--- src/iopdc_pkg.sv ---
package iopdc_pkg;

  localparam int IOPDC_PINS = 8;
  localparam int IOPDC_USB_PINS = 2;
  localparam int IOPDC_AUX_W = 16;
  localparam int IOPDC_SEL_W = 4;
  localparam int IOPDC_IDX_W = 3;
  localparam int IOPDC_ADR_W = 8;
  localparam int IOPDC_DAT_W = 32;
  localparam int IOPDC_BYTE = 8;

  // special pins sit in the upper half; pins pair up on one threshold
  localparam logic [IOPDC_PINS-1:0] IOPDC_SPECIAL_MASK = 8'hF0;
  localparam int IOPDC_SPECIAL_BASE = 4;
  localparam int IOPDC_PAIRS = 2;

  // usb-capable pins sit at bit positions 7 and 6 of their own port
  localparam int IOPDC_USB_LO = 6;

  // byte offsets of the register words
  localparam logic [IOPDC_ADR_W-1:0] REG_OUT_DATA = 8'h00;
  localparam logic [IOPDC_ADR_W-1:0] REG_PIN_STATE = 8'h04;
  localparam logic [IOPDC_ADR_W-1:0] REG_MODE_B0 = 8'h08;
  localparam logic [IOPDC_ADR_W-1:0] REG_MODE_B1 = 8'h0C;
  localparam logic [IOPDC_ADR_W-1:0] REG_MODE_B2 = 8'h10;
  localparam logic [IOPDC_ADR_W-1:0] REG_EDGE_SLOW = 8'h14;
  localparam logic [IOPDC_ADR_W-1:0] REG_BIDIR_EN = 8'h18;
  localparam logic [IOPDC_ADR_W-1:0] REG_HYST_EN = 8'h1C;
  localparam logic [IOPDC_ADR_W-1:0] REG_REGULATED = 8'h20;
  localparam logic [IOPDC_ADR_W-1:0] REG_THRESH_SRC = 8'h24;
  localparam logic [IOPDC_ADR_W-1:0] REG_OE_ROUTE = 8'h28;
  localparam logic [IOPDC_ADR_W-1:0] REG_NV_PROG = 8'h2C;
  localparam logic [IOPDC_ADR_W-1:0] REG_USB_OUT = 8'h30;
  localparam logic [IOPDC_ADR_W-1:0] REG_USB_DRIVE = 8'h34;
  localparam logic [IOPDC_ADR_W-1:0] REG_USB_PULL = 8'h38;
  localparam logic [IOPDC_ADR_W-1:0] REG_USB_MODE = 8'h3C;
  localparam logic [IOPDC_ADR_W-1:0] REG_USB_STATE = 8'h40;
  localparam logic [IOPDC_ADR_W-1:0] REG_PIN_BASE = 8'h80;
  localparam logic [IOPDC_ADR_W-1:0] REG_PIN_LAST = 8'h9C;

  // pin-form field positions
  localparam int PF_DATA = 0;
  localparam int PF_STATE = 1;
  localparam int PF_MODE_LO = 2;
  localparam int PF_SLOW = 5;
  localparam int PF_BIDIR = 6;
  localparam int PF_HYST = 7;

  // nv programming word: mode in low bits, pin index above
  localparam int NV_IDX_LO = 8;

  typedef enum logic [2:0] {
    DM_HIZ_ANALOG = 3'h0,
    DM_HIZ_DIGITAL = 3'h1,
    DM_RES_PULL_UP = 3'h2,
    DM_RES_PULL_DOWN = 3'h3,
    DM_OD_LOW = 3'h4,
    DM_OD_HIGH = 3'h5,
    DM_STRONG = 3'h6,
    DM_RES_PULL_BOTH = 3'h7
  } iopdc_mode_e;

  localparam iopdc_mode_e NV_RST_MODE = DM_HIZ_ANALOG;

  typedef struct packed {
    logic data;
    iopdc_mode_e mode;
    logic slow;
    logic bidir;
    logic hyst;
  } iopdc_cfg_s;

  localparam iopdc_cfg_s CFG_RST = '{data: 1'b0, mode: DM_HIZ_ANALOG, slow: 1'b0,
                                     bidir: 1'b0, hyst: 1'b0};

  // drive_n low while the pad driver is on
  typedef struct packed {
    logic drive_n;
    logic value;
    logic pull_up;
    logic pull_dn;
    logic ibuf_en;
    logic slow;
    logic hyst;
  } iopdc_pad_s;

  localparam iopdc_pad_s PAD_RST = '{drive_n: 1'b1, value: 1'b0, pull_up: 1'b0,
                                     pull_dn: 1'b0, ibuf_en: 1'b0, slow: 1'b0, hyst: 1'b0};

endpackage : iopdc_pkg

--- src/iopdc_top.sv ---
`timescale 1ns/10ps
// Behaviour
// usb pin drive-select bits 7,6 set drive
// usb pin pull-enable bit turns on pull
// usb mode ignores drive-select and pull-enable
// port-wide writes leave usb drive bits alone
// usb table: 0 low, 1 high/pull/float
// reset mode is high impedance analog
// analog mode gives no digital input
// high impedance digital: input on, driver off
// pull-up/down: strong one level, resistor other
// no pull modes on regulated special pins
// open drain: float one level, drive other
// strong mode drives the data level
// combined pull: always through the resistor
// port form: one bit per pin
// pin form: eight bits for one pin
// both forms alias the same state
// bidirectional: aux enable picks drive or input
// up to 16 aux enables, any routing
// edge rate only in strong and open drain
// one edge-rate bit per pin
// special pin pairs share one threshold
// hysteresis bit per special pin
// reset holds analog; nv settings load after
// low power keeps pin state
// mode codes distinct, zero is analog
// output data bit in both forms
module iopdc_top
  import iopdc_pkg::*;
(
  input wire logic i_clk,
  input wire logic i_sys_rst,
  input wire logic i_por_rst,
  input wire logic i_wb_cyc,
  input wire logic i_wb_stb,
  input wire logic i_wb_we,
  input wire logic [IOPDC_ADR_W-1:0] i_wb_adr,
  input wire logic [IOPDC_DAT_W-1:0] i_wb_dat,
  input wire logic [3:0] i_wb_sel,
  output logic o_wb_ack,
  output logic [IOPDC_DAT_W-1:0] o_wb_dat,
  input wire logic [IOPDC_PINS-1:0] i_pad_in,
  input wire logic [IOPDC_USB_PINS-1:0] i_usb_pad_in,
  input wire logic [IOPDC_AUX_W-1:0] i_aux_oe,
  input wire logic i_sleep_hold,
  input wire logic [IOPDC_USB_PINS-1:0] i_usb_phy_value,
  input wire logic [IOPDC_USB_PINS-1:0] i_usb_phy_drive_n,
  output iopdc_pad_s [IOPDC_PINS-1:0] o_pad,
  output iopdc_pad_s [IOPDC_USB_PINS-1:0] o_usb_pad,
  output logic [IOPDC_PINS-1:0] o_pin_in,
  output logic [IOPDC_USB_PINS-1:0] o_usb_pin_in,
  output logic [IOPDC_PAIRS-1:0] o_thresh_from_global,
  output logic o_load_busy
);

  typedef enum {ST_LOAD, ST_RUN} iopdc_state_e;

  iopdc_state_e state;
  logic [IOPDC_IDX_W:0] ld_cnt;
  iopdc_mode_e nv_rd_data;
  iopdc_cfg_s [IOPDC_PINS-1:0] cfg;
  logic [IOPDC_PINS-1:0] regulated;
  logic [IOPDC_PAIRS-1:0] thresh_src;
  logic [IOPDC_DAT_W-1:0] oe_route;
  logic [IOPDC_USB_PINS-1:0] usb_pin_output_value;
  logic [IOPDC_USB_PINS-1:0] usb_pin_drive_select;
  logic [IOPDC_USB_PINS-1:0] usb_pin_pull_enable;
  logic usb_mode;
  logic [IOPDC_PINS-1:0] pad_meta;
  logic [IOPDC_PINS-1:0] pad_sync;
  logic [IOPDC_USB_PINS-1:0] usb_meta;
  logic [IOPDC_USB_PINS-1:0] usb_sync;
  logic bus_req;
  logic wr_fire;
  logic wr_lo;
  logic [IOPDC_BYTE-1:0] wbyte;
  logic pin_form;
  logic [IOPDC_IDX_W-1:0] pin_sel;
  logic nv_wr;
  logic ld_take;
  logic [IOPDC_IDX_W-1:0] ld_pin;
  logic [IOPDC_DAT_W-1:0] next_rdata;
  iopdc_pad_s [IOPDC_PINS-1:0] next_pad;
  iopdc_pad_s [IOPDC_USB_PINS-1:0] next_usb_pad;

  // mode decode shared by every general and special pin
  function automatic iopdc_pad_s drive_decode(input iopdc_mode_e m, input logic d,
                                              input logic slw, input logic hys,
                                              input logic reg_out);
    iopdc_pad_s p;
    p = PAD_RST;
    p.hyst = hys;
    p.ibuf_en = (m != DM_HIZ_ANALOG);
    case (m)
      DM_RES_PULL_UP: begin
        if (!d) begin
          p.drive_n = 1'b0;
        end else begin
          p.pull_up = !reg_out;
        end
      end
      DM_RES_PULL_DOWN: begin
        if (d) begin
          p.drive_n = 1'b0;
          p.value = 1'b1;
        end else begin
          p.pull_dn = !reg_out;
        end
      end
      DM_OD_LOW: begin
        p.drive_n = d;
      end
      DM_OD_HIGH: begin
        p.drive_n = !d;
        p.value = 1'b1;
      end
      DM_STRONG: begin
        p.drive_n = 1'b0;
        p.value = d;
      end
      DM_RES_PULL_BOTH: begin
        p.pull_up = d && !reg_out;
        p.pull_dn = !d && !reg_out;
      end
      default: begin
      end
    endcase
    // resistive modes have no edge-rate choice
    p.slow = slw && (m == DM_OD_LOW || m == DM_OD_HIGH || m == DM_STRONG);
    return p;
  endfunction : drive_decode

  // merge one bus byte into a register under the writable mask
  function automatic logic [IOPDC_BYTE-1:0] byte_merge(input logic [IOPDC_BYTE-1:0] old,
                                                        input logic [IOPDC_BYTE-1:0] nb,
                                                        input logic [IOPDC_BYTE-1:0] msk);
    return (old & ~msk) | (nb & msk);
  endfunction : byte_merge

  iopdc_nv_store u_nv (
    .i_clk(i_clk),
    .i_por_rst(i_por_rst),
    .i_wr_en(nv_wr),
    .i_wr_addr(i_wb_dat[NV_IDX_LO +: IOPDC_IDX_W]),
    .i_wr_data(iopdc_mode_e'(i_wb_dat[IOPDC_IDX_W-1:0])),
    .i_rd_addr(ld_cnt[IOPDC_IDX_W-1:0]),
    .o_rd_data(nv_rd_data)
  );

  // bus requests wait until the reset settings are loaded
  assign bus_req = i_wb_cyc && i_wb_stb && (state == ST_RUN);
  assign wr_fire = bus_req && i_wb_we && o_wb_ack;
  assign wr_lo = wr_fire && i_wb_sel[0];
  assign wbyte = i_wb_dat[IOPDC_BYTE-1:0];
  assign pin_form = (i_wb_adr >= REG_PIN_BASE) && (i_wb_adr <= REG_PIN_LAST);
  assign pin_sel = i_wb_adr[2 +: IOPDC_IDX_W];
  assign nv_wr = wr_lo && i_wb_sel[1] && (i_wb_adr == REG_NV_PROG);
  assign ld_take = (state == ST_LOAD) && (ld_cnt != '0);
  assign ld_pin = IOPDC_IDX_W'(ld_cnt - 1'b1);
  assign o_load_busy = (state == ST_LOAD);
  assign o_thresh_from_global = thresh_src;

  // nv read data lags its address by one cycle, hence the count to eight
  always_ff @(posedge i_clk or posedge i_sys_rst) begin
    if (i_sys_rst) begin
      state <= ST_LOAD;
      ld_cnt <= '0;
    end else begin
      case (state)
        ST_LOAD: begin
          if (ld_cnt == (IOPDC_IDX_W+1)'(IOPDC_PINS)) begin
            state <= ST_RUN;
          end
          ld_cnt <= ld_cnt + 1'b1;
        end
        default: begin
          ld_cnt <= '0;
        end
      endcase
    end
  end

  always_ff @(posedge i_clk or posedge i_sys_rst) begin
    if (i_sys_rst) begin
      pad_meta <= '0;
      pad_sync <= '0;
      usb_meta <= '0;
      usb_sync <= '0;
    end else begin
      pad_meta <= i_pad_in;
      pad_sync <= pad_meta;
      usb_meta <= i_usb_pad_in;
      usb_sync <= usb_meta;
    end
  end

  // one store, two views: port writes touch a bit of every pin, pin writes one pin
  always_ff @(posedge i_clk or posedge i_sys_rst) begin
    if (i_sys_rst) begin
      cfg <= {IOPDC_PINS{CFG_RST}};
    end else begin
      for (int i = 0; i < IOPDC_PINS; i++) begin
        if (ld_take && ld_pin == IOPDC_IDX_W'(i)) begin
          cfg[i].mode <= nv_rd_data;
        end else if (wr_lo) begin
          if (pin_form && pin_sel == IOPDC_IDX_W'(i)) begin
            cfg[i].data <= wbyte[PF_DATA];
            cfg[i].mode <= iopdc_mode_e'(wbyte[PF_MODE_LO +: IOPDC_IDX_W]);
            cfg[i].slow <= wbyte[PF_SLOW];
            cfg[i].bidir <= wbyte[PF_BIDIR];
            cfg[i].hyst <= wbyte[PF_HYST] && IOPDC_SPECIAL_MASK[i];
          end else if (i_wb_adr == REG_OUT_DATA) begin
            cfg[i].data <= wbyte[i];
          end else if (i_wb_adr == REG_MODE_B0) begin
            cfg[i].mode[0] <= wbyte[i];
          end else if (i_wb_adr == REG_MODE_B1) begin
            cfg[i].mode[1] <= wbyte[i];
          end else if (i_wb_adr == REG_MODE_B2) begin
            cfg[i].mode[2] <= wbyte[i];
          end else if (i_wb_adr == REG_EDGE_SLOW) begin
            cfg[i].slow <= wbyte[i];
          end else if (i_wb_adr == REG_BIDIR_EN) begin
            cfg[i].bidir <= wbyte[i];
          end else if (i_wb_adr == REG_HYST_EN) begin
            cfg[i].hyst <= wbyte[i] && IOPDC_SPECIAL_MASK[i];
          end
        end
      end
    end
  end

  always_ff @(posedge i_clk or posedge i_sys_rst) begin
    if (i_sys_rst) begin
      regulated <= '0;
      thresh_src <= '0;
    end else if (wr_lo && i_wb_adr == REG_REGULATED) begin
      regulated <= byte_merge(regulated, wbyte, IOPDC_SPECIAL_MASK);
    end else if (wr_lo && i_wb_adr == REG_THRESH_SRC) begin
      thresh_src <= wbyte[IOPDC_PAIRS-1:0];
    end
  end

  always_ff @(posedge i_clk or posedge i_sys_rst) begin
    if (i_sys_rst) begin
      oe_route <= '0;
    end else if (wr_fire && i_wb_adr == REG_OE_ROUTE) begin
      for (int b = 0; b < 4; b++) begin
        if (i_wb_sel[b]) begin
          oe_route[b*IOPDC_BYTE +: IOPDC_BYTE] <= i_wb_dat[b*IOPDC_BYTE +: IOPDC_BYTE];
        end
      end
    end
  end

  // usb pins live only in their own registers, out of reach of port-wide writes
  always_ff @(posedge i_clk or posedge i_sys_rst) begin
    if (i_sys_rst) begin
      usb_pin_output_value <= '0;
      usb_pin_drive_select <= '0;
      usb_pin_pull_enable <= '0;
      usb_mode <= 1'b0;
    end else if (wr_lo) begin
      if (i_wb_adr == REG_USB_OUT) begin
        usb_pin_output_value <= wbyte[IOPDC_USB_LO +: IOPDC_USB_PINS];
      end else if (i_wb_adr == REG_USB_DRIVE) begin
        usb_pin_drive_select <= wbyte[IOPDC_USB_LO +: IOPDC_USB_PINS];
      end else if (i_wb_adr == REG_USB_PULL) begin
        usb_pin_pull_enable <= wbyte[IOPDC_USB_LO +: IOPDC_USB_PINS];
      end else if (i_wb_adr == REG_USB_MODE) begin
        usb_mode <= wbyte[0];
      end
    end
  end

  always_comb begin
    for (int i = 0; i < IOPDC_PINS; i++) begin
      iopdc_mode_e eff;
      logic oe;
      eff = cfg[i].mode;
      oe = i_aux_oe[oe_route[i*IOPDC_SEL_W +: IOPDC_SEL_W]];
      if (cfg[i].bidir && !oe) begin
        eff = DM_HIZ_DIGITAL;
      end
      next_pad[i] = drive_decode(eff, cfg[i].data, cfg[i].slow, cfg[i].hyst, regulated[i]);
    end
  end

  always_comb begin
    for (int u = 0; u < IOPDC_USB_PINS; u++) begin
      next_usb_pad[u] = PAD_RST;
      next_usb_pad[u].ibuf_en = 1'b1;
      if (usb_mode) begin
        next_usb_pad[u].drive_n = i_usb_phy_drive_n[u];
        next_usb_pad[u].value = i_usb_phy_value[u];
      end else if (!usb_pin_output_value[u]) begin
        next_usb_pad[u].drive_n = 1'b0;
      end else if (usb_pin_drive_select[u]) begin
        next_usb_pad[u].drive_n = 1'b0;
        next_usb_pad[u].value = 1'b1;
      end else begin
        next_usb_pad[u].pull_up = usb_pin_pull_enable[u];
      end
    end
  end

  // frozen while asleep so the pins keep their last state
  always_ff @(posedge i_clk or posedge i_sys_rst) begin
    if (i_sys_rst) begin
      o_pad <= {IOPDC_PINS{PAD_RST}};
      o_usb_pad <= {IOPDC_USB_PINS{PAD_RST}};
    end else if (!i_sleep_hold) begin
      o_pad <= next_pad;
      o_usb_pad <= next_usb_pad;
    end
  end

  always_ff @(posedge i_clk or posedge i_sys_rst) begin
    if (i_sys_rst) begin
      o_pin_in <= '0;
      o_usb_pin_in <= '0;
    end else begin
      for (int i = 0; i < IOPDC_PINS; i++) begin
        o_pin_in[i] <= pad_sync[i] && o_pad[i].ibuf_en;
      end
      o_usb_pin_in <= usb_sync;
    end
  end

  always_comb begin
    next_rdata = '0;
    if (pin_form) begin
      next_rdata[PF_DATA] = cfg[pin_sel].data;
      next_rdata[PF_STATE] = o_pin_in[pin_sel];
      next_rdata[PF_MODE_LO +: IOPDC_IDX_W] = cfg[pin_sel].mode;
      next_rdata[PF_SLOW] = cfg[pin_sel].slow;
      next_rdata[PF_BIDIR] = cfg[pin_sel].bidir;
      next_rdata[PF_HYST] = cfg[pin_sel].hyst;
    end else if (i_wb_adr == REG_PIN_STATE) begin
      next_rdata[IOPDC_PINS-1:0] = o_pin_in;
    end else if (i_wb_adr == REG_OE_ROUTE) begin
      next_rdata = oe_route;
    end else if (i_wb_adr == REG_REGULATED) begin
      next_rdata[IOPDC_PINS-1:0] = regulated;
    end else if (i_wb_adr == REG_THRESH_SRC) begin
      next_rdata[IOPDC_PAIRS-1:0] = thresh_src;
    end else if (i_wb_adr == REG_USB_OUT) begin
      next_rdata[IOPDC_USB_LO +: IOPDC_USB_PINS] = usb_pin_output_value;
    end else if (i_wb_adr == REG_USB_DRIVE) begin
      next_rdata[IOPDC_USB_LO +: IOPDC_USB_PINS] = usb_pin_drive_select;
    end else if (i_wb_adr == REG_USB_PULL) begin
      next_rdata[IOPDC_USB_LO +: IOPDC_USB_PINS] = usb_pin_pull_enable;
    end else if (i_wb_adr == REG_USB_MODE) begin
      next_rdata[0] = usb_mode;
    end else if (i_wb_adr == REG_USB_STATE) begin
      next_rdata[IOPDC_USB_LO +: IOPDC_USB_PINS] = o_usb_pin_in;
    end else begin
      for (int i = 0; i < IOPDC_PINS; i++) begin
        if (i_wb_adr == REG_OUT_DATA) begin
          next_rdata[i] = cfg[i].data;
        end else if (i_wb_adr == REG_MODE_B0) begin
          next_rdata[i] = cfg[i].mode[0];
        end else if (i_wb_adr == REG_MODE_B1) begin
          next_rdata[i] = cfg[i].mode[1];
        end else if (i_wb_adr == REG_MODE_B2) begin
          next_rdata[i] = cfg[i].mode[2];
        end else if (i_wb_adr == REG_EDGE_SLOW) begin
          next_rdata[i] = cfg[i].slow;
        end else if (i_wb_adr == REG_BIDIR_EN) begin
          next_rdata[i] = cfg[i].bidir;
        end else if (i_wb_adr == REG_HYST_EN) begin
          next_rdata[i] = cfg[i].hyst;
        end
      end
    end
  end

  // unmapped words ack with zero data
  always_ff @(posedge i_clk or posedge i_sys_rst) begin
    if (i_sys_rst) begin
      o_wb_ack <= 1'b0;
      o_wb_dat <= '0;
    end else begin
      o_wb_ack <= bus_req && !o_wb_ack;
      if (bus_req && !o_wb_ack && !i_wb_we) begin
        o_wb_dat <= next_rdata;
      end
    end
  end

endmodule : iopdc_top

--- src/iopdc_nv_store.sv ---
`timescale 1ns/10ps
// survives system reset; only power-on reset restores the defaults
module iopdc_nv_store
  import iopdc_pkg::*;
(
  input wire logic i_clk,
  input wire logic i_por_rst,
  input wire logic i_wr_en,
  input wire logic [IOPDC_IDX_W-1:0] i_wr_addr,
  input wire iopdc_mode_e i_wr_data,
  input wire logic [IOPDC_IDX_W-1:0] i_rd_addr,
  output iopdc_mode_e o_rd_data
);

  iopdc_mode_e mem [IOPDC_PINS];

  always_ff @(posedge i_clk or posedge i_por_rst) begin
    if (i_por_rst) begin
      for (int k = 0; k < IOPDC_PINS; k++) begin
        mem[k] <= NV_RST_MODE;
      end
    end else if (i_wr_en) begin
      mem[i_wr_addr] <= i_wr_data;
    end
  end

  always_ff @(posedge i_clk or posedge i_por_rst) begin
    if (i_por_rst) begin
      o_rd_data <= NV_RST_MODE;
    end else begin
      o_rd_data <= mem[i_rd_addr];
    end
  end

endmodule : iopdc_nv_store

--- config.mk ---
export PLATFORM = sky130hd
export DESIGN_NAME = iopdc_top
export DESIGN_NICKNAME = d
export VERILOG_FILES = /design/src/iopdc_pkg.sv /design/src/iopdc_top.sv /design/src/iopdc_nv_store.sv
export SDC_FILE = /design/constraint.sdc
export NUM_CORES = 1
export LEC_CHECK = 0
export ABC_AREA = 1
export BUFFER_PORTS_ARGS = -buffer_cell sky130_fd_sc_hd__buf_4
export CORE_ASPECT_RATIO = 0.8
export CORE_MARGIN = 2
export CORE_UTILIZATION = 60
export CTS_BUF_LIST = sky130_fd_sc_hd__clkbuf_4 sky130_fd_sc_hd__clkbuf_8 sky130_fd_sc_hd__clkbuf_16
export DETAILED_ROUTE_END_ITERATION = 8
export GPL_TIMING_DRIVEN = 1
export MAX_ROUTING_LAYER = met4
export PLACE_DENSITY = 0.83
export SETUP_SLACK_MARGIN = 0.1
export SLEW_MARGIN = 40
export SYNTH_ARGS = -nofsm -noshare
export SYNTH_HDL_FRONTEND = slang
export SYNTH_SLANG_ARGS = --single-unit
--- constraint.sdc ---
create_clock -name i_clk -period 12.2 [get_ports i_clk]
set_clock_uncertainty 0.1 [all_clocks]
set_input_delay 1.83 -clock i_clk [delete_from_list [all_inputs] [get_ports i_clk]]
set_output_delay 1.83 -clock i_clk [all_outputs]
set_load 0.03 [all_outputs]
* After elaboration in Yosys (flattened, before gate mapping) *
Cells that the tools add are included.

storage, ports and cells
  register bits after elaboration = 263
  output and inout port bits = 116
  word-level logic and storage cells = 911

cells by class
  add/sub/neg operators = 2
  $lt $le $gt $ge = 14
  equality and inequality tests = 151
  muxes and demuxes = 324
  bitwise logic cells = 15
  reduce and logical (&&, ||, !) cells = 257

operators by type and width
  kind                number
  $mux 1              162
  $mux 3              43
  $mux 6              21
  $eq 3x3->1 const B  40
  $reduce_bool 3->1   32
  $reduce_bool 2->1   40
  $mux 24             3
  $reduce_and 9->1    8
  $logic_and 1x1->1   71
  $mux 2              35
  $mux 7              10
  $eq 8x6->1 const B  8
  $logic_not 32->1    2
  $reduce_and 8->1    8
  $eq 3x2->1 const B  20
  $reduce_and 7->1    8
  $reduce_and 3->1    17
  $ne 2x1->1 const B  24
  $ne 2x2->1 const B  24
  $reduce_and 5->1    9
  $lt 4x5->1 const B  8
  $pmux 1 s5          8
  $ne 3x1->1 const B  12
  $ne 3x3->1 const B  12
  other kinds (33)    138

* Depth between registers and ports, before layout *
Gate-level depths: netlist of run 1.

  depth in word-level cells = 18
  mapped depth = 18
  depth with buffers taken out = 18

* Cells and area by module *
A second synthesis of run 1 with hierarchy kept.

second synthesis, totals
  cell total of the unflattened synthesis = 1850
  area, all modules = 13859.5 µm²

modules (own cells, without submodules)
  module          times used  cells each  area each (µm²)  sequential area each (µm²)
  iopdc_top       1           1674        12544.5          5617.9
  iopdc_nv_store  1           176         1315.0           675.6

* Worst setup path after synthesis of run 1 *
No wires, ideal clock.

  path kind = input port to flip-flop
  start = in i_wb_adr[1]
  end = reg o_wb_dat[7]
  data arrival time = 3.171 ns
  required time = 11.983 ns
  slack = 8.811 ns
  stages on the path = 17
  path through = nor2_2 nand2_2 inv_2 nand2_1 buf_4 o22ai_1 inv_1 nand2_1 nand2_1 nand2_1 nand2_1 nand2_1 nand2_1 nand2_1 nand4_1 nor2_1 nor2_1

on the way
  word-level cells in the longest chain between the ends = 18
  elaborated cells between the ends (all ways) = 36
  classes of those cells = 2 x order compare; 15 x eq/ne; 17 x mux; 2 x reduce/logical

RTL lines
  what                  RTL line          RTL
  from (decl)           iopdc_top.sv:38   input wire logic [IOPDC_ADR_W-1:0] i_wb_adr,
  $eq 8x5->1            iopdc_top.sv:371  end else if (i_wb_adr == REG_HYST_EN) begin
  $mux 1                iopdc_top.sv:371
  $mux 1                iopdc_top.sv:369  end else if (i_wb_adr == REG_BIDIR_EN) begin
  $mux 1                iopdc_top.sv:367  end else if (i_wb_adr == REG_EDGE_SLOW) begin
  $mux 1                iopdc_top.sv:365  end else if (i_wb_adr == REG_MODE_B2) begin
  $mux 1                iopdc_top.sv:363  end else if (i_wb_adr == REG_MODE_B1) begin
  $mux 1                iopdc_top.sv:361  end else if (i_wb_adr == REG_MODE_B0) begin
  $mux 1                iopdc_top.sv:359  if (i_wb_adr == REG_OUT_DATA) begin
  (+2 left out)         -
  $mux 2                iopdc_top.sv:351  end else if (i_wb_adr == REG_USB_PULL) begin
  $mux 2                iopdc_top.sv:349  end else if (i_wb_adr == REG_USB_DRIVE) begin
  $mux 2                iopdc_top.sv:347  end else if (i_wb_adr == REG_USB_OUT) begin
  $mux 6                iopdc_top.sv:345  end else if (i_wb_adr == REG_THRESH_SRC) begin
  $mux 8                iopdc_top.sv:343  end else if (i_wb_adr == REG_REGULATED) begin
  $mux 8                iopdc_top.sv:341  end else if (i_wb_adr == REG_OE_ROUTE) begin
  $mux 8                iopdc_top.sv:339  end else if (i_wb_adr == REG_PIN_STATE) begin
  $mux 8 *              iopdc_top.sv:332  if (pin_form) begin
  to (signal assigned)  iopdc_top.sv:386  o_wb_dat <= next_rdata;
  to (decl)             iopdc_top.sv:42   output logic [IOPDC_DAT_W-1:0] o_wb_dat,

Every way passes the cells marked *; elsewhere a longest branch is shown, timed or not.
A chain may end at the register's enable or synchronous reset.

* Worst setup path after layout of run 1 *
  start = in i_wb_adr[2]
  end = reg cfg[33] (netlist bit)

on the way
  word-level cells in the longest chain between the ends = 6
  elaborated cells between the ends (all ways) = 17
  classes of those cells = 2 x order compare; 7 x eq/ne; 3 x mux; 5 x reduce/logical

RTL lines
  what                                             RTL line          RTL
  $ge 8x8->1 / $le 8x8->1 (equally long branches)  iopdc_top.sv:156  assign pin_form = (i_wb_adr >= REG_PIN_BASE) && (i_wb_adr <= REG_PIN_LAST);
  $logic_and 1x1->1                                iopdc_top.sv:156
  $logic_and 1x1->1                                iopdc_top.sv:207  if (pin_form && pin_sel == IOPDC_IDX_W'(i)) begin
  $mux 7                                           iopdc_top.sv:207
  $mux 6                                           iopdc_top.sv:206  end else if (wr_lo) begin
  $mux 3                                           iopdc_top.sv:204  if (ld_take && ld_pin == IOPDC_IDX_W'(i)) begin
  to (signal assigned)                             iopdc_top.sv:201  cfg <= {IOPDC_PINS{CFG_RST}};
  to (decl)                                        iopdc_top.sv:62   iopdc_cfg_s [IOPDC_PINS-1:0] cfg;

Several ways; a longest one is shown, not always the timed one. The select of a mux whose other input is x is not followed.

==> impl_metrics.json, run 1 <==
{
  "synth_compound_area_frac": 0.2082,
  "hold_viol": 0,
  "synth_flop_cell": "dfrtp_1",
  "gp_congestion": 1.026,
  "synth.avg_cell_area_um2": 7.592,
  "cellLeakagePower_nw": 7.727,
  "grt_pass1_wl_um": 74140,
  "met2_length_um": 20730,
  "drt-met1-wl_um": 19250,
  "finalSetupTns_ns": 0,
  "clkSlewWorstSetupHoldPaths_ns": 0.07,
  "r2r-end": "cfg[25]",
  "die_width_um": 172.7,
  "reg2reg_from": "ld_cnt[0]",
  "cpMostUsedCell": "inv_2",
  "fin_crit_ns": 3.997,
  "clock.fmax_mhz": 250.2,
  "synth_area_leaders": "dfrtp_1 44%, nand2_1 11%, o21ai_0 8.7%",
  "synth-simple-area-share": 0.2323,
  "yosysMostFrequentCell": "nand2_1",
  "worstPathRequired_ns": 12.56,
  "critPathSlowestCell": "nor2_2",
  "finalSetupViolCount": 0,
  "critPathLaunch": "i_wb_adr[2]",
  "min_path_cells": 0,
  "antenna_found_initial": 0,
  "drc_errors": 0,
  "via_per_inst": 6.187,
  "synth_mux_area_frac": 0.008245,
  "synthCells": 1799,
  "drt-initial-drc-count": 1874,
  "worstMarginPinSlew_ns": 0.7968,
  "die_y_um": 138.9,
  "drtPass1Iterations": 9,
  "path_max_fanout": 12,
  "crit_arrival_ns": 4.36,
  "fin_crit_sh": 0.3276,
  "async_flop_share": 1.000,
  "peakVddDrop_mv": 0.1269,
  "status": "finished clean",
  "hold_path_class": "flop to flop",
  "synth-seq-cells": 251,
  "maxSlewHeadroom": 0.4682,
  "via_count": 14040,
  "cts_root_buf": "clkbuf_16",
  "synth_top_family_by_area": "simple AND/OR/NAND/NOR gates",
  "highest_layer": "met4",
  "clockBufferDepth": 3,
  "yosysSeqAreaShare": 0.4608,
  "startpoint_type": "primary input",
  "yosys_warnings": 0,
  "hp-start": "pad_meta[2]",
  "critPathBufInv": 4,
  "wl_per_cell_um": 21.26,
  "end_kind": "flop",
  "syn_to_final_growth_pct": 17.50,
  "met3_wirelength_um": 5815,
  "rsz0062_at_grt": "false",
  "clock-sinks": 251,
  "grt_pass1_vias": 13220,
  "place_ws_ns": 7.491,
  "dieArea_um2": 23990,
  "core_area_um2": 22440,
  "path_class": "primary input to flop",
  "synth_common_cells": "389 x nand2_1, 241 x dfrtp_1, 238 x o21ai_0",
  "io_pins": 197,
  "grt_use_total": 0.4085,
  "synth_top_area_cell": "dfrtp_1",
  "worstPathCellList": "buf_4 -> nor2_2 -> nand2_2 -> inv_2 -> nand2_1 -> inv_2 -> nor2_4 -> inv_2 -> nand2_1 -> o21ai_0 -> nor2_1 -> a21oi_1",
  "reg2reg_slack_ns": 8.80,
  "drtAntennaViolNets": 0,
  "synth_area_um2": 13660,
  "post-cts-setup-buffers": 0,
  "finalWirelength_um": 48240,
  "drv_slew": 0,
  "numCtsBuffers": 25,
  "clock_latency_ns": 0.54,
  "drive_gt1_frac": 0.1584,
  "cts_resized": 0,
  "synth-edff-count": 0,
  "grt-ovfl-total": 0,
  "htreeDepth": 1,
  "nNetsFinal": 2031,
  "ctsHoldBuffers": 0,
  "path_delay_family": "simple AND/OR/NAND/NOR gates",
  "yosysTopAreaCellShare": 0.4416,
  "reg2regPathDepth": 10,
  "power.density_nw_per_um2": 116.8,
  "cap_violations": 0,
  "core.rowCount": 49,
  "synth-xor-area-share": 0.001924,
  "synthDistinctLibCells": 48,
  "dpl.hpwl_um": 34100,
  "grt_max_degree": 143,
  "synth_fa_ha_area_frac": 0.005497,
  "setup_ws_ns": 8.203,
  "start_util": 0.6087,
  "n_fill_cell": 1825,
  "cp_slowest_stage_delay_ns": 0.53,
  "tritoncts": "built",
  "n_antenna_cell": 0,
  "hold-path-endpoint": "pad_sync[2]",
  "io_buffers": 186
}
-- per-stage QoR --
step           instance area (µm²)  hold WS [ns]    util  power (mW)  cells
2_1_floorplan                13690        0.2312       -      0.9832   1808
3_3_place_gp                 15110        0.2316  0.6735       1.063   2221
3_5_place_dp                 15120        0.2364  0.6740       1.066   2221
4_1_cts                      15990        0.2523  0.7124       1.870   2267
5_1_grt                      16050        0.2589  0.7152       1.920   2269
6_report                     16050        0.2507  0.7152       1.875   2269
-- sequential cells by signal (all words and copies together), names as in the netlist, 8 cells and up --
| signal | flops |
|---|---|
| cfg | 52 |
| o_pad | 52 |
| o_pin_in | 8 |
| o_wb_dat | 32 |
| oe_route | 32 |
| pad_meta | 8 |
| pad_sync | 8 |
| u_nv.mem | 24 |
-- power by group --
group / internal (mW) / switching, mW / leakage, nW
clock: 0.473 / 0.344 / 0.428
combinational: 0.0567 / 0.131 / 4.15
sequential: 0.852 / 0.0184 / 3.15
total: 1.38 / 0.493 / 7.73
-- final cells by class --
type	instances	area (µm²)	share of cell area
flip-flops and latches	251	6294	0.3922
multi-input cells	1280	6276	0.3911
repair buffers	193	1495	0.09317
inverters	193	739.5	0.04608
clock buffers	33	704.4	0.04390
well taps	306	382.9	0.02386
clock inverters	13	156.4	0.009746
-- layout by cell type, fill, tap and decap left out, drive strengths merged, types with 2 or more instances in the layout --
master / synthesis / routed
nand4: 16 / 16
nand2: 399 / 399
or2: 2 / 2
bufinv: 0 / 3
o22ai: 39 / 39
a21oi: 121 / 121
inv: 192 / 195
conb: 1 / 10
a22oi: 2 / 2
o31ai: 6 / 6
clkinvlp: 0 / 2
dfstp: 10 / 10
o221ai: 4 / 4
nor2: 177 / 177
o2111ai: 7 / 7
mux2: 10 / 10
xor2: 2 / 2
o21ai: 253 / 253
dfrtp: 241 / 241
o211ai: 39 / 39
a31oi: 5 / 5
clkinv: 1 / 6
a32o: 4 / 4
ha: 6 / 6
clkbuf: 37 / 34
nor4: 2 / 2
nand3: 141 / 141
a22o: 6 / 6
buf: 47 / 192
a221oi: 12 / 12
nor3: 11 / 11
-- how the worst max path moves through the flow --
stage                               to  slack (ns)  depth (start not counted)
final                          cfg[33]        8.20                         12
after global routing       o_wb_dat[0]        8.07                         14
after CTS                 oe_route[16]        7.99                          8
after detailed placement  oe_route[16]        7.49                          8
after global placement    oe_route[16]        7.57                          7
after floorplan                cfg[10]        4.15                          1
-- metal layers --
layer,global-route usage,up-vias
li1,-,6356
met1,0.5580,6564
met2,0.5963,953
met3,0.08745,166
met4,0.1708,0
met5,-,-
-- cell families after synthesis --
group / Yosys count
adders and majority gates: 6
other: 1
buffers and inverters: 277
xor gates and xnor gates: 3
and+or+nand+nor: 749
muxes: 10
AOI/OAI and AO/OA: 502
DFF: 251
-- worst reg2reg max path: cells and delay by family, from the launching register on --
kind | cells | cell delay [ns]
adder cells (fa/ha/maj) | 1 | 0.37
AO/OA/AOI/OAI | 2 | 0.30
XOR/XNOR | 1 | 0.40
buffers and inverters | 3 | 0.69
AND/OR/NAND/NOR | 3 | 0.73
flip-flops | 1 | 0.70
(Power assumes the default switching activity.)
==> run 2, diff against run 1 <==
--- a/config.mk
+++ b/config.mk
@@ -9,12 +9,12 @@
 export BUFFER_PORTS_ARGS = -buffer_cell sky130_fd_sc_hd__buf_4
 export CORE_ASPECT_RATIO = 0.8
 export CORE_MARGIN = 2
-export CORE_UTILIZATION = 60
+export CORE_UTILIZATION = 58
 export CTS_BUF_LIST = sky130_fd_sc_hd__clkbuf_4 sky130_fd_sc_hd__clkbuf_8 sky130_fd_sc_hd__clkbuf_16
 export DETAILED_ROUTE_END_ITERATION = 8
 export GPL_TIMING_DRIVEN = 1
 export MAX_ROUTING_LAYER = met4
-export PLACE_DENSITY = 0.83
+export PLACE_DENSITY = 0.81
 export SETUP_SLACK_MARGIN = 0.1
 export SLEW_MARGIN = 40
 export SYNTH_ARGS = -nofsm -noshare
==> constraint.sdc (replaced) <==
create_clock -name i_clk -period 3.86 [get_ports i_clk]
set_clock_uncertainty 0.1 [all_clocks]
set_input_delay 0.579 -clock i_clk [delete_from_list [all_inputs] [get_ports i_clk]]
set_output_delay 0.579 -clock i_clk [all_outputs]
set_load 0.03 [all_outputs]
==> impl_metrics.json, run 2 (synthesis gave the netlist of run 1 again) <==
{
  "io_pins": 197,
  "die_width_um": 175.6,
  "core_area_um2": 23270,
  "rsz0062_at_grt": "false",
  "clock-sinks": 251,
  "cellLeakagePower_nw": 7.758,
  "grt_pass1_wl_um": 75090,
  "power.density_nw_per_um2": 358.4,
  "cts_resized": 0,
  "fin_crit_sh": 0.8098,
  "worstPathCellList": "inv_1 -> ha_1 -> xnor2_1 -> inv_1 -> nor3_1 -> inv_1 -> nand2_1 -> nand2_1 -> a221oi_1 -> a21oi_1",
  "final_common_cell": "nand2_1",
  "wl_per_cell_um": 21.27,
  "fin_crit_ns": 3.126,
  "drt-initial-drc-count": 1455,
  "worstPathRequired_ns": 4.18,
  "grt_max_degree": 126,
  "drtPass1Iterations": 6,
  "core.rowCount": 50,
  "cp_slowest_stage_delay_ns": 0.69,
  "end_kind": "flop",
  "hold_path_class": "primary input to flop",
  "peakVddDrop_mv": 0.3538,
  "hold_slack_ns": 0.03950,
  "status": "finished clean",
  "hold_viol": 0,
  "reg2reg_slack_ns": 0.73,
  "cap_violations": 0,
  "numCtsBuffers": 25,
  "finalSetupViolCount": 0,
  "nNetsFinal": 2047,
  "path_max_fanout": 18,
  "antenna_found_initial": 0,
  "grt_use_total": 0.4020,
  "drtAntennaViolNets": 0,
  "clockBufferDepth": 3,
  "via_count": 14150,
  "syn_to_final_growth_pct": 17.72,
  "critPathSlowestCell": "dfrtp_1",
  "layout_common_cells": "389 x nand2_1, 241 x dfrtp_1, 238 x o21ai_0",
  "cts_root_buf": "clkbuf_16",
  "clock_latency_ns": 0.54,
  "ctsHoldBuffers": 1,
  "start_util": 0.5869,
  "dieArea_um2": 24800,
  "clkSlewWorstSetupHoldPaths_ns": 0.06,
  "io_buffers": 186,
  "maxSlewHeadroom": 0.4137,
  "finalWirelength_um": 48660,
  "tritoncts": "built",
  "drive_gt1_frac": 0.1624,
  "grt_pass1_vias": 13460,
  "grt-ovfl-total": 0,
  "post-cts-setup-buffers": 0,
  "clock.fmax_mhz": 319.9,
  "drc_errors": 0,
  "path_class": "flop to flop",
  "cpMostUsedCell": "inv_1",
  "startpoint_type": "flop",
  "crit_arrival_ns": 3.44,
  "worstMarginPinSlew_ns": 0.8785,
  "finalSetupTns_ns": 0,
  "die_y_um": 141.3,
  "largest_registers": "cfg (52), o_pad (52)",
  "power_mw": 5.762,
  "gp_congestion": 1.063,
  "drv_slew": 0,
  "n_fill_cell": 1894,
  "dpl.hpwl_um": 35290,
  "htreeDepth": 1,
  "n_antenna_cell": 0,
  "via_per_inst": 6.184
}
## run 2: final timing paths
kind	startpoint	end	depth (start not counted)
setup / recovery	ld_cnt[0]	cfg[25]	10
hold / removal	i_usb_pad_in[0]	usb_meta[0]	1
setup reg to reg	ld_cnt[0]	cfg[25]	10
hold reg to reg	pad_meta[2]	pad_sync[2]	0
max in group asynchronous	i_por_rst	u_nv.mem[17]	3
min in group asynchronous	i_sys_rst	o_wb_ack	3
## run 2: layout make-up
type                       count  area, µm²  area share
inverter                     193      730.7     0.04545
clock inverter                 6      63.81    0.003969
sequential                   251       6294      0.3914
multi-input combinational   1280       6269      0.3899
tap                          312      390.4     0.02428
clock buffer                  37      734.5     0.04568
timing repair buffer         209       1597     0.09930
## run 2: through the flow
step	setup WS [ns]	instance area, µm²	utilization	instances
2_1_floorplan	0.2651	13700	-	1808
3_5_place_dp	0.7956	15270	0.6561	2244
3_3_place_gp	0.7279	15270	0.6561	2244
4_1_cts	0.7789	16080	0.6909	2288
5_1_grt	0.3852	16080	0.6909	2288
6_report	0.7340	16080	0.6909	2288
## run 2: power breakdown
part / switching (mW) / total [mW] / internal (mW) / leakage, nW
logic: 0.418 / 0.602 / 0.184 / 4.21
registers: 0.0527 / 2.75 / 2.69 / 3.15
clock network: 1.03 / 2.41 / 1.38 / 0.398
total: 1.50 / 5.76 / 4.26 / 7.76
## run 2: worst max-delay path: cells and delay by family (launching register included)
family | cells | cell delay [ns]
adders and majority gates | 1 | 0.36
and+or+nand+nor | 3 | 0.62
buffers and inverters | 3 | 0.62
DFF | 1 | 0.69
AOI/OAI and AO/OA | 2 | 0.26
xor gates and xnor gates | 1 | 0.34
## run 2: metal layers
| layer | routed length, µm | GRT usage |
|---|---|---|
| met1 | 20110 | 0.5560 |
| met2 | 21860 | 0.6098 |
| met3 | 4794 | 0.05922 |
| met4 | 1902 | 0.1453 |
| met5 | 0 | - |
==> run 3, diff against run 2 <==
--- a/config.mk
+++ b/config.mk
@@ -9,12 +9,12 @@
 export BUFFER_PORTS_ARGS = -buffer_cell sky130_fd_sc_hd__buf_4
 export CORE_ASPECT_RATIO = 0.8
 export CORE_MARGIN = 2
-export CORE_UTILIZATION = 58
+export CORE_UTILIZATION = 52
 export CTS_BUF_LIST = sky130_fd_sc_hd__clkbuf_4 sky130_fd_sc_hd__clkbuf_8 sky130_fd_sc_hd__clkbuf_16
 export DETAILED_ROUTE_END_ITERATION = 8
 export GPL_TIMING_DRIVEN = 1
 export MAX_ROUTING_LAYER = met4
-export PLACE_DENSITY = 0.81
+export PLACE_DENSITY = 0.76
 export SETUP_SLACK_MARGIN = 0.1
 export SLEW_MARGIN = 40
 export SYNTH_ARGS = -nofsm -noshare
==> constraint.sdc (replaced) <==
create_clock -name i_clk -period 2.8 [get_ports i_clk]
set_clock_uncertainty 0.1 [all_clocks]
set_input_delay 0.42 -clock i_clk [delete_from_list [all_inputs] [get_ports i_clk]]
set_output_delay 0.42 -clock i_clk [all_outputs]
set_load 0.03 [all_outputs]
==> impl_metrics.json, run 3 (synthesis gave the netlist of run 1 again) <==
{
  "grt_use_met1": 0.5321,
  "status": "finished clean",
  "drt-initial-drc-count": 1581,
  "globalRouteMet2Util": 0.5773,
  "maxSlewHeadroom": 0.4374,
  "grt-ovfl-total": 0,
  "grt_use_total": 0.3794,
  "syn_to_final_growth_pct": 23.67,
  "power.density_nw_per_um2": 508.0,
  "core.rowCount": 53,
  "via_per_inst": 5.904,
  "startpoint_type": "flop",
  "clockBufferDepth": 3,
  "use_met3": 0.05688,
  "drv_slew": 0,
  "wl_per_cell_um": 21.16,
  "tritoncts": "built",
  "clock_latency_ns": 0.54,
  "hold_slack_ns": 0.008204,
  "cap_violations": 0,
  "rsz0062_at_grt": "false",
  "end_kind": "flop",
  "grt_pass1_vias": 13100,
  "start_util": 0.5241,
  "dieArea_um2": 27590,
  "largest_registers": "cfg (52), o_pad (52)",
  "fin_util": 0.6481,
  "die_width_um": 185.2,
  "core_area_um2": 26060,
  "worstMarginPinSlew_ns": 0.8430,
  "finalSetupViolCount": 0,
  "peakVddDrop_mv": 0.4830,
  "antenna_found_initial": 0,
  "gp_congestion": 1.065,
  "clock.fmax_mhz": 397.3,
  "grt_pass1_wl_um": 77090,
  "drive_gt1_frac": 0.1777,
  "numCtsBuffers": 26,
  "dp.cells": 2326,
  "fin_area_um2": 16890,
  "reg2reg_slack_ns": 0.28,
  "path_max_fanout": 18,
  "path_class": "flop to flop",
  "grt_max_degree": 83,
  "worstPathRequired_ns": 3.16,
  "instances_no_fill": 2402,
  "die_y_um": 149.0,
  "clock-sinks": 251,
  "grt.busiest_layer": "met2",
  "hold_path_class": "primary input to flop",
  "placed_area_um2": 15650,
  "nNetsFinal": 2110,
  "crit_arrival_ns": 2.88,
  "cts_root_buf": "clkbuf_16",
  "clkSlewWorstSetupHoldPaths_ns": 0.07,
  "htreeDepth": 1,
  "layout_common_cells": "389 x nand2_1, 241 x dfrtp_1, 239 x buf_4",
  "drc_errors": 0,
  "fin_crit_ns": 2.517,
  "hold_viol": 0,
  "fin_crit_sh": 0.8989,
  "drtPass1Iterations": 8,
  "io_pins": 197,
  "finalWirelength_um": 50820,
  "dpl.hpwl_um": 38020,
  "cellLeakagePower_nw": 8.149,
  "io_buffers": 186,
  "via_count": 14180,
  "final_common_cell": "nand2_1",
  "drtAntennaViolNets": 0
}
run 3: report_power, final:
part / total, mW / switching (mW) / internal [mW]
clock network: 3.92 / 1.48 / 2.44
registers: 3.79 / 0.0779 / 3.71
logic: 0.874 / 0.587 / 0.287
run 3: area by class of cell:
cell class,count,area [µm²]
clock inverters,8,167.7
repair buffers,271,2175
fillers,2304,9170
inverters,193,730.7
clock buffers,40,804.5
well taps,357,446.7
diodes,2,5.005
multi-input cells,1280,6269
flip-flops and latches,251,6294
run 3: path summary, 6_finish.rpt:
kind                       cells after the start      endpoint          from
max                                           12     o_pad[27]  oe_route[12]
min                                            3  oe_route[15]  i_wb_dat[15]
max reg2reg                                   12     o_pad[27]  oe_route[12]
min reg2reg                                    0   pad_sync[6]   pad_meta[6]
max in group asynchronous                      4     o_pad[48]     i_sys_rst
min in group asynchronous                      3  oe_route[11]     i_sys_rst
run 3: critical path, cell delays in order, from the launching register on:
cell and delay [ns]:
dfrtp_1 0.63, a21oi_1 0.13, o21ai_0 0.10, nand3_1 0.10, nand3_1 0.10, nand3_1 0.30
nand2_1 0.24, inv_1 0.10, nand3_1 0.12, o21ai_0 0.11, a21oi_1 0.17, nand3_1 0.10
a21oi_1 0.13
run 3: per-layer routing:
| metal | up-vias | share of wire |
|---|---|---|
| li1 | 6506 | - |
| met1 | 6792 | 0.44 |
| met2 | 767 | 0.45 |
| met3 | 117 | 0.088 |
| met4 | 0 | 0.029 |
| met5 | - | 0 |
run 3: stage by stage:
step | setup slack [ns] | TNS, ns | power, mW
global route | 0.1443 | 0 | 8.803
finish | 0.2832 | 0 | 8.580
detailed placement | 0.2210 | 0 | 4.685
global placement | 0.2430 | 0 | 4.677
CTS | 0.3263 | 0 | 8.604
floorplan | -0.6359 | -136.08 | 4.285
run 3: timing repair:
action / CTS / global route
resized for setup: 0 / 0
hold buffers: 26 / 0
hold endpoints to repair: 58 / 0
buffers inserted: 0 / 0
